**src/ocp_pkg.sv**
```systemverilog
/*
  constants, field layouts, types and decode functions shared by the
  over-current protection block and its helpers.
  assumes a single 100 MHz clock and byte addressed wishbone registers.
*/
package ocp_pkg;

  // --------------------------------------------------------------
  // timing
  // --------------------------------------------------------------
  localparam int CLK_MHZ = 100; // ref_clk rate
  localparam int LIM100_US = 50; // qualification time of the 100% limit
  localparam int LIM100_CYC = LIM100_US * CLK_MHZ; // cycles for 50 us
  localparam int MS_US = 1000; // microseconds in a millisecond
  localparam int MS_CYC = MS_US * CLK_MHZ; // cycles per millisecond
  localparam int TMR_W = 20; // wide enough for the 10 ms delay
  localparam int N_PHASE = 8; // monitored phases
  localparam int IMON_FS_MV = 2000; // monitor level at max system current
  localparam int ADC_MAX = 255; // full code of the 8-bit converter

  // --------------------------------------------------------------
  // register map (byte addresses)
  // --------------------------------------------------------------
  localparam logic [7:0] ADR_PHASE_OCP = 8'h00; // per-phase setting
  localparam logic [7:0] ADR_FREQ = 8'h04; // switching frequency code
  localparam logic [7:0] ADR_IMON = 8'h08; // current monitor sample
  localparam logic [7:0] ADR_STATUS = 8'h0C; // sticky events
  localparam logic [7:0] ADR_MASK = 8'h10; // interrupt mask
  localparam logic [7:0] ADR_STATE = 8'h14; // live state

  // --------------------------------------------------------------
  // field positions and reset values
  // --------------------------------------------------------------
  localparam int OCP_OVR_BIT = 8; // override enable in ADR_PHASE_OCP
  localparam int IMON_MAX_BIT = 8; // sample at or above full scale
  localparam int EV_LIM100 = 0; // timed total limit trip
  localparam int EV_LIM150 = 1; // instant total limit trip
  localparam int EV_PHASE = 2; // per-phase latch-off
  localparam int EV_READY = 3; // lockout released, soft start allowed
  localparam int N_EV = 4;
  localparam logic [7:0] FREQ_RST = 8'h00;
  localparam logic [3:0] MASK_RST = 4'h0;
  localparam logic [3:0] SEL_RST = 4'h0;

  // --------------------------------------------------------------
  // decode tables
  // --------------------------------------------------------------
  localparam logic [7:0] THR0_MV = 8'h41; // 65 mV
  localparam logic [7:0] THR1_MV = 8'h4B; // 75 mV
  localparam logic [7:0] THR2_MV = 8'h64; // 100 mV
  localparam logic [7:0] THR3_MV = 8'h86; // 134 mV
  localparam logic [3:0] DLY0_MS = 4'h4;
  localparam logic [3:0] DLY1_MS = 4'h6;
  localparam logic [3:0] DLY2_MS = 4'h8;
  localparam logic [3:0] DLY3_MS = 4'hA;

  // --------------------------------------------------------------
  // types
  // --------------------------------------------------------------
  // threshold index in the low bits so it steps fastest with the code
  typedef struct packed {
    logic [1:0] dly;
    logic [1:0] thr;
  } ocp_sel_type;

  typedef struct packed {
    logic enable;
    logic vcc_ok;
    logic ramp_ok;
    logic lim100;
    logic lim150;
    logic [N_PHASE-1:0] phase_over;
  } pins_type;

  typedef enum logic [3:0] {
    ST_UVLO = 4'h1,
    ST_SELECT = 4'h2,
    ST_RUN = 4'h4,
    ST_LATCHED = 4'h8
  } state_type;

  // threshold in mV for a two-bit index
  function automatic logic [7:0] thr_mv(input logic [1:0] idx);
    unique case (idx)
      2'h0: thr_mv = THR0_MV;
      2'h1: thr_mv = THR1_MV;
      2'h2: thr_mv = THR2_MV;
      2'h3: thr_mv = THR3_MV;
    endcase
  endfunction

  // latch-off delay in ms for a two-bit index
  function automatic logic [3:0] dly_ms(input logic [1:0] idx);
    unique case (idx)
      2'h0: dly_ms = DLY0_MS;
      2'h1: dly_ms = DLY1_MS;
      2'h2: dly_ms = DLY2_MS;
      2'h3: dly_ms = DLY3_MS;
    endcase
  endfunction

endpackage

```
**src/hold_timer.sv**
```systemverilog
/*
  persistence timer: done rises after run has stayed high for limit
  consecutive cycles, and clears at once when run falls.
  assumes limit is at least one.
*/
module hold_timer (
  input wire logic ref_clk,
  input wire logic reset_n,
  input wire logic run,
  input wire logic [ocp_pkg::TMR_W-1:0] limit,
  output logic done
);

  logic [ocp_pkg::TMR_W-1:0] cnt_r; // cycles seen with run high

  // ------------------------------------------------------------
  // count; any drop restarts the qualification from zero
  // ------------------------------------------------------------
  always_ff @(posedge ref_clk) begin
    if (!reset_n || !run) begin
      cnt_r <= '0;
      done <= 1'b0;
    end else if (!done) begin
      if (cnt_r == limit - ocp_pkg::TMR_W'(1)) begin
        done <= 1'b1;
      end else begin
        cnt_r <= cnt_r + ocp_pkg::TMR_W'(1);
      end
    end
  end

endmodule // hold_timer

```
**src/ocp_guard.sv**
```systemverilog
/*
  over-current protection, lockout gating, frequency register and
  current monitor capture of a multiphase buck controller, with a
  classic wishbone register slave and one level interrupt.
  assumes the analog comparators and supply monitors arrive as async
  levels and the internal converter delivers codes with a valid strobe
  on ref_clk.
*/

module ocp_guard #(
  parameter int LIM100_CYCLES = ocp_pkg::LIM100_CYC,
  parameter int MS_CYCLES = ocp_pkg::MS_CYC,
  parameter int ADC_REF_MV = 2500
) (
  input wire logic ref_clk,
  input wire logic reset_n,
  // wishbone slave
  input wire logic wb_cyc_i,
  input wire logic wb_stb_i,
  input wire logic wb_we_i,
  input wire logic [7:0] wb_adr_i,
  input wire logic [3:0] wb_sel_i,
  input wire logic [31:0] wb_dat_i,
  output logic [31:0] wb_dat_o,
  output logic wb_ack_o,
  // analog levels
  input wire ocp_pkg::pins_type pins_in,
  // converter results
  input wire logic ocsel_valid,
  input wire logic [3:0] ocsel_code,
  input wire logic [7:0] freq_pin_code,
  input wire logic imon_valid,
  input wire logic [7:0] imon_code,
  // controls
  output logic ocsel_source_en,
  output logic [7:0] phase_thr_mv,
  output logic [7:0] freq_cfg,
  output logic softstart_go,
  output logic drive_enable,
  output logic fault_latched,
  output logic irq
);

  // ------------------------------------------------------------
  // declarations
  // ------------------------------------------------------------
  localparam int IMON_MAX_I = ocp_pkg::IMON_FS_MV * ocp_pkg::ADC_MAX
                              / ADC_REF_MV;
  localparam logic [7:0] IMON_MAX_CODE = 8'(IMON_MAX_I); // 2 V code

  ocp_pkg::pins_type pins; // filtered levels
  ocp_pkg::state_type state_r, state_nxt;
  ocp_pkg::ocp_sel_type strap_sel_r; // decoded at startup
  ocp_pkg::ocp_sel_type reg_sel_r; // software setting
  ocp_pkg::ocp_sel_type eff_sel; // setting in use
  logic ovr_en_r; // software setting wins
  logic [7:0] imon_r; // last monitor sample
  logic imon_max_r; // sample at full system current
  logic [ocp_pkg::N_EV-1:0] status_r;
  logic [ocp_pkg::N_EV-1:0] mask_r;
  logic [ocp_pkg::N_EV-1:0] events;
  logic lim100_done; // qualified timed trip
  logic [ocp_pkg::N_PHASE-1:0] phase_run;
  logic [ocp_pkg::N_PHASE-1:0] phase_done;
  logic [ocp_pkg::TMR_W-1:0] dly_cyc; // selected delay in cycles
  logic supplies_ok;
  logic trip;
  logic run;
  logic acc; // request being answered this cycle
  logic wr_acc;
  logic rd_acc;

  // ------------------------------------------------------------
  // input conditioning
  // ------------------------------------------------------------
  sync3 #(
    .W($bits(ocp_pkg::pins_type))
  ) u_sync (
    .ref_clk(ref_clk),
    .reset_n(reset_n),
    .din(pins_in),
    .dout(pins)
  );

  assign supplies_ok = pins.vcc_ok && pins.ramp_ok;
  assign run = (state_r == ocp_pkg::ST_RUN);

  // ------------------------------------------------------------
  // total current limit qualification
  // ------------------------------------------------------------
  // short excursions restart the count inside the timer
  hold_timer u_lim100 (
    .ref_clk(ref_clk),
    .reset_n(reset_n),
    .run(pins.lim100 && run),
    .limit(ocp_pkg::TMR_W'(LIM100_CYCLES)),
    .done(lim100_done)
  );

  // ------------------------------------------------------------
  // per-phase latch-off timers
  // ------------------------------------------------------------
  assign eff_sel = ovr_en_r ? reg_sel_r : strap_sel_r;
  assign dly_cyc = ocp_pkg::TMR_W'(ocp_pkg::dly_ms(eff_sel.dly) * MS_CYCLES);

  genvar g;
  generate
    for (g = 0; g < ocp_pkg::N_PHASE; g++) begin : g_phase
      assign phase_run[g] = pins.phase_over[g] && run;
      hold_timer u_ph (
        .ref_clk(ref_clk),
        .reset_n(reset_n),
        .run(phase_run[g]),
        .limit(dly_cyc),
        .done(phase_done[g])
      );
    end
  endgenerate

  // 150% comparator bypasses any qualification
  assign trip = pins.lim150 || lim100_done || (|phase_done);

  // ------------------------------------------------------------
  // sequencing state machine
  // ------------------------------------------------------------
  always_comb begin
    state_nxt = state_r;
    unique case (state_r)
      ocp_pkg::ST_UVLO: begin
        // wait for enable and both supply monitors
        if (pins.enable && supplies_ok) begin
          state_nxt = ocp_pkg::ST_SELECT;
        end
      end
      ocp_pkg::ST_SELECT: begin
        if (!pins.enable || !supplies_ok) begin
          state_nxt = ocp_pkg::ST_UVLO;
        end else if (ocsel_valid) begin
          state_nxt = ocp_pkg::ST_RUN;
        end
      end
      ocp_pkg::ST_RUN: begin
        // a trip wins over a supply drop so the fault is remembered
        if (trip) begin
          state_nxt = ocp_pkg::ST_LATCHED;
        end else if (!pins.enable || !supplies_ok) begin
          state_nxt = ocp_pkg::ST_UVLO;
        end
      end
      ocp_pkg::ST_LATCHED: begin
        // no retry: only a low enable releases the latch
        if (!pins.enable) begin
          state_nxt = ocp_pkg::ST_UVLO;
        end
      end
      default: state_nxt = ocp_pkg::ST_UVLO;
    endcase
  end

  // state register
  always_ff @(posedge ref_clk) begin
    if (!reset_n) begin
      state_r <= ocp_pkg::ST_UVLO;
    end else begin
      state_r <= state_nxt;
    end
  end

  // ------------------------------------------------------------
  // startup capture of strap selection; the frequency pin is loaded in the frequency register block
  // ------------------------------------------------------------
  always_ff @(posedge ref_clk) begin
    if (!reset_n) begin
      strap_sel_r <= ocp_pkg::SEL_RST;
    end else if (state_r == ocp_pkg::ST_SELECT && ocsel_valid) begin
      strap_sel_r <= ocsel_code;
    end
  end

  // ------------------------------------------------------------
  // outputs toward the analog side
  // ------------------------------------------------------------
  always_ff @(posedge ref_clk) begin
    if (!reset_n) begin
      ocsel_source_en <= 1'b0;
      phase_thr_mv <= ocp_pkg::THR0_MV;
      softstart_go <= 1'b0;
      drive_enable <= 1'b0;
      fault_latched <= 1'b0;
    end else begin
      ocsel_source_en <= (state_nxt == ocp_pkg::ST_SELECT);
      phase_thr_mv <= ocp_pkg::thr_mv(eff_sel.thr);
      softstart_go <= (state_nxt == ocp_pkg::ST_RUN);
      drive_enable <= (state_nxt == ocp_pkg::ST_RUN);
      fault_latched <= (state_nxt == ocp_pkg::ST_LATCHED);
    end
  end

  // ------------------------------------------------------------
  // current monitor capture
  // ------------------------------------------------------------
  always_ff @(posedge ref_clk) begin
    if (!reset_n) begin
      imon_r <= 8'h00;
      imon_max_r <= 1'b0;
    end else if (imon_valid) begin
      imon_r <= imon_code;
      imon_max_r <= (imon_code >= IMON_MAX_CODE);
    end
  end

  // ------------------------------------------------------------
  // wishbone slave: one wait state, ack for a single cycle
  // ------------------------------------------------------------
  assign acc = wb_cyc_i && wb_stb_i && wb_ack_o;
  assign wr_acc = acc && wb_we_i;
  assign rd_acc = acc && !wb_we_i;

  // ack rises one cycle after the request, falls the next cycle
  always_ff @(posedge ref_clk) begin
    if (!reset_n) begin
      wb_ack_o <= 1'b0;
    end else begin
      wb_ack_o <= wb_cyc_i && wb_stb_i && !wb_ack_o;
    end
  end

  // read data latched with ack; unmapped addresses read as zero
  always_ff @(posedge ref_clk) begin
    if (!reset_n) begin
      wb_dat_o <= 32'h0000_0000;
    end else if (wb_cyc_i && wb_stb_i && !wb_ack_o) begin
      wb_dat_o <= 32'h0000_0000;
      unique case (wb_adr_i)
        ocp_pkg::ADR_PHASE_OCP: begin
          wb_dat_o[3:0] <= eff_sel;
          wb_dat_o[ocp_pkg::OCP_OVR_BIT] <= ovr_en_r;
        end
        ocp_pkg::ADR_FREQ: wb_dat_o[7:0] <= freq_cfg;
        ocp_pkg::ADR_IMON: begin
          wb_dat_o[7:0] <= imon_r;
          wb_dat_o[ocp_pkg::IMON_MAX_BIT] <= imon_max_r;
        end
        ocp_pkg::ADR_STATUS: wb_dat_o[3:0] <= status_r;
        ocp_pkg::ADR_MASK: wb_dat_o[3:0] <= mask_r;
        ocp_pkg::ADR_STATE: wb_dat_o[3:0] <= state_r;
        default: wb_dat_o <= 32'h0000_0000;
      endcase
    end
  end

  // software setting of the per-phase protection
  always_ff @(posedge ref_clk) begin
    if (!reset_n) begin
      reg_sel_r <= ocp_pkg::SEL_RST;
      ovr_en_r <= 1'b0;
    end else if (wr_acc && wb_adr_i == ocp_pkg::ADR_PHASE_OCP) begin
      if (wb_sel_i[0]) begin
        reg_sel_r <= wb_dat_i[3:0];
      end
      if (wb_sel_i[1]) begin
        ovr_en_r <= wb_dat_i[ocp_pkg::OCP_OVR_BIT];
      end
    end
  end

  // frequency register: loaded from the pin at startup, then writable
  always_ff @(posedge ref_clk) begin
    if (!reset_n) begin
      freq_cfg <= ocp_pkg::FREQ_RST;
    end else if (wr_acc && wb_adr_i == ocp_pkg::ADR_FREQ && wb_sel_i[0]) begin
      freq_cfg <= wb_dat_i[7:0];
    end else if (state_r == ocp_pkg::ST_SELECT && ocsel_valid) begin
      freq_cfg <= freq_pin_code;
    end
  end

  // interrupt mask
  always_ff @(posedge ref_clk) begin
    if (!reset_n) begin
      mask_r <= ocp_pkg::MASK_RST;
    end else if (wr_acc && wb_adr_i == ocp_pkg::ADR_MASK && wb_sel_i[0]) begin
      mask_r <= wb_dat_i[3:0];
    end
  end

  // ------------------------------------------------------------
  // sticky events; a new event in the clearing read survives
  // ------------------------------------------------------------
  always_comb begin
    events = '0;
    events[ocp_pkg::EV_LIM100] = lim100_done && run;
    events[ocp_pkg::EV_LIM150] = pins.lim150 && run;
    events[ocp_pkg::EV_PHASE] = (|phase_done) && run;
    events[ocp_pkg::EV_READY] = state_r == ocp_pkg::ST_SELECT &&
                                state_nxt == ocp_pkg::ST_RUN;
  end

  always_ff @(posedge ref_clk) begin
    if (!reset_n) begin
      status_r <= '0;
    end else if (rd_acc && wb_adr_i == ocp_pkg::ADR_STATUS) begin
      // clear only what the read reported: a bit set while the read
      // waited for ack has not been seen yet and must stay
      status_r <= (status_r & ~wb_dat_o[ocp_pkg::N_EV-1:0]) | events;
    end else begin
      status_r <= status_r | events;
    end
  end

  assign irq = |(status_r & mask_r);
endmodule // ocp_guard

```
**src/sync3.sv**
```systemverilog
/*
  three flip-flop synchroniser with agreement filter.
  assumes asynchronous inputs; an output bit moves only when the second
  and third stages agree.
*/
module sync3 #(
  parameter int W = 1
) (
  input wire logic ref_clk,
  input wire logic reset_n,
  input wire logic [W-1:0] din,
  output logic [W-1:0] dout
);

  logic [W-1:0] s1_r; // first stage, read by s2_r only
  logic [W-1:0] s2_r;
  logic [W-1:0] s3_r;

  // ------------------------------------------------------------
  // stages; a bit that disagrees keeps its old output value
  // ------------------------------------------------------------
  always_ff @(posedge ref_clk) begin
    if (!reset_n) begin
      s1_r <= '0;
      s2_r <= '0;
      s3_r <= '0;
      dout <= '0;
    end else begin
      s1_r <= din;
      s2_r <= s1_r;
      s3_r <= s2_r;
      dout <= (~(s2_r ^ s3_r) & s3_r) | ((s2_r ^ s3_r) & dout);
    end
  end

endmodule // sync3
```
**config.mk**
```make
export PLATFORM = sky130hd
export DESIGN_NAME = ocp_guard
export DESIGN_NICKNAME = d
export VERILOG_FILES = /design/src/ocp_pkg.sv /design/src/hold_timer.sv /design/src/ocp_guard.sv /design/src/sync3.sv
export SDC_FILE = /design/constraint.sdc
export NUM_CORES = 1
export LEC_CHECK = 0
export BUFFER_PORTS_ARGS = -buffer_cell sky130_fd_sc_hd__buf_2
export CORE_UTILIZATION = 61
export CTS_CLUSTER_SIZE = 10
export DETAILED_ROUTE_END_ITERATION = 8
export PLACE_DENSITY_LB_ADDON = 0.25
export SYNTH_ARGS = -nofsm -noshare
export SYNTH_HDL_FRONTEND = slang
export SYNTH_SLANG_ARGS = --single-unit
```
**constraint.sdc**
```tcl
create_clock -name ref_clk -period 8.49 [get_ports ref_clk]
set_clock_uncertainty 0.05 [all_clocks]
set_input_delay 0.4245 -clock ref_clk [delete_from_list [all_inputs] [get_ports ref_clk]]
set_output_delay 0.4245 -clock ref_clk [all_outputs]
set_load 0.02 [all_outputs]
```
==> reports/metrics.cfg <==
[worst_setup_path]
end_kind=flop
r2r_slack_ps=4220
worstPathCellList=mux2i_4 -> inv_4 -> ha_1 -> xnor2_1 -> nor4_1 -> nand4_1 -> o21ai_1 -> o21ai_0 -> a21oi_1
max_stage_delay_ps=1040
reg2reg_depth=9
critPathTopFamily=compound AO/OA/AOI/OAI gates
path_max_fanout=22
critPathArrivalTime_ps=4650
cp_data_required_time_ps=8870
crit_path_start_kind=flop
crit_type=reg -> reg
cp.depth=9
worst-path-buf-inv=1
cp_slowest_cell=o21ai_1

[clock_network]
cts_hold_buf=0
cts_sinks=299
clock-root-buffer=clkbuf_16
cts_tree=built
cts_made_buffers=36
cts_buffer_depth=3
insertion_delay_ps=520
cts_setup_buffers=0
htree_levels=2
cts_resized=0
clk_pin_slew_ps=50

[global_route]
grt_util_all_layers=0.275
grt_pass1_vias=11469
overflow=0
grt_pass1_wl_um=54900
grt_start_max_net_pins=57
antenna_found_initial=1

[placed_design]
dpl-instance-area_um2=14700
portBuffers=88
post-place-ws_ps=4260
gp_congestion=0.876
dpl.hpwl_um=22300

[sta]
fin_crit_sh=0.503
tightest_slew_ps=1280
slew_violations=0
finalHoldViolCount=0
fmax_mhz=234
maxSlewHeadroom=0.138
tns_ps=0
fin_crit_ps=4270
fin_hold_ws_ps=68.4
setup_viol_count_final=0
rsz0062_at_grt=false
setup_slack_ps=4220

[finish]
fin_nets=1840
ff_latch_area_um2=5990
layout_common_cells=299 x dfxtp_1, 174 x nand2_1, 148 x nor2_1, 111 x a21oi_1, 88 x buf_2
drive_above_1_share=0.0973
layout-area-overhead-vs-synth_pct=9.69
fill_cells=1904
final_common_cell=dfxtp_1
fin_area_um2=15700
multiInputGateArea_um2=7720
diodes=0

[synth]
avgSynthCellArea_um2=8.49
synth_edf_count=0
ys_seq_area_frac=0.418
synth_top_area_share=0.418
synth_area_um2=14300
synth_ff_type=dfxtp_1
yosys-top-cells-area=dfxtp_1 42%, nand2_1 4.6%, a21oi_1 3.9%
async_reset_ff_frac=0
ys_warn_count=0
synth_top_cell_by_area=dfxtp_1
synthDistinctLibCells=81
ys_seq_elements=299
syn-instance-count=1687

[drt]
drc_errors=0
met3_length_um=2180
drt_wl_total_um=33000
top_layer_used=met4
wl_per_cell_um=16.0
wl_met2_um=15300
vias=12474
ant_nets=0
first_pass_iters=5
vias_per_cell=6.05
wl_met1_um=14800
drtIter0Drc=762

[job]
cap_violations=0

[die]
num_io_pins=138
die_h_um=155
start_util=0.627
die_w_um=155
core_um2=22800
row_count=55
dieArea_um2=24100

[pwr]
powerDensity_nw_per_um2=178
p_total_mw=2.79
ir_drop_v=0.000172
p_leak_nw=5.57

[min_path]
worstHoldPathCells=2
hold_class=in -> reg

[run_status]
status=completed

==> final timing paths <==
check	to	from
worst min register to register	u_sync.s2_r[5]	u_sync.s1_r[5]
worst min-delay path	u_sync.s1_r[11]	pins_in[11]
worst max register to register	g_phase[3].u_ph.cnt_r[3]	ovr_en_r
worst max-delay path	g_phase[3].u_ph.cnt_r[3]	ovr_en_r
==> synthesized netlist by cell type (all sizes together) (7+ instances only) <==
| cell | instances |
|---|---|
| or4 | 40 |
| buf | 52 |
| or3 | 47 |
| nor3 | 33 |
| inv | 43 |
| a311oi | 11 |
| ha | 15 |
| a2111oi | 7 |
| xnor2 | 61 |
| nand2 | 175 |
| and2 | 54 |
| dfxtp | 299 |
| a21oi | 113 |
| o211ai | 31 |
| o31ai | 26 |
| clkbuf | 47 |
| and4 | 10 |
| nand2b | 12 |
| a22oi | 11 |
| a31oi | 10 |
| o21ai | 80 |
| and3 | 39 |
| nand4 | 39 |
| xor2 | 58 |
| mux2i | 33 |
| nor4b | 10 |
| nor2 | 148 |
| nand3 | 82 |
| nor4 | 18 |
==> cell families (layout without fill, tap and decap cells) <==
family,Yosys count,count (layout),synth area share
AOI/OAI and AO/OA,332,332,0.149
xor gates and xnor gates,119,119,0.0728
adders and majority gates,15,15,0.0131
buffers and inverters,142,180,0.0492
DFF,299,299,0.418
muxes,37,37,0.0271
other,1,24,0.000262
and+or+nand+nor,742,742,0.270
==> metrics by stage <==
stage,util,cells
global placement,0.645,2016
global route,0.688,2061
floorplan,-,1710
CTS,0.688,2061
finish,0.688,2061
detailed placement,0.645,2016
==> final cells by class <==
class | instances | share of cell area
Multi-Input combinational cell | 1269 | 0.492
Sequential cell | 299 | 0.381
Clock buffer | 42 | 0.0601
Timing Repair Buffer | 92 | 0.0299
Tap cell | 313 | 0.0249
Inverter | 43 | 0.0104
Clock inverter | 3 | 0.00191
==> registers in the layout, indices dropped and copies added (netlist names), 7 cells and up, named ones only <==
name and cells:
g_phase.u_ph.cnt_r 160, u_sync.s3_r 13, freq_cfg 8, phase_thr_mv 7
u_sync.s1_r 13, u_sync.s2_r 13, u_lim100.cnt_r 20, g_phase.u_ph.done 8
imon_r 8, wb_dat_o 9
==> routing by layer <==
layer	GRT usage	vias to the layer above
li1	-	6098
met1	0.364	5859
met2	0.459	446
met3	0.0476	71
met4	0.0808	0
met5	0	-
==> report_power, final <==
part | total [mW] | internal [mW] | switching, mW | leakage, nW
clock network | 1.32 | 0.776 | 0.543 | 0.478
registers | 1.42 | 1.41 | 0.00480 | 2.42
logic | 0.0537 | 0.0191 | 0.0345 | 2.67
Note: power is estimated with default switching activity, not from simulation.
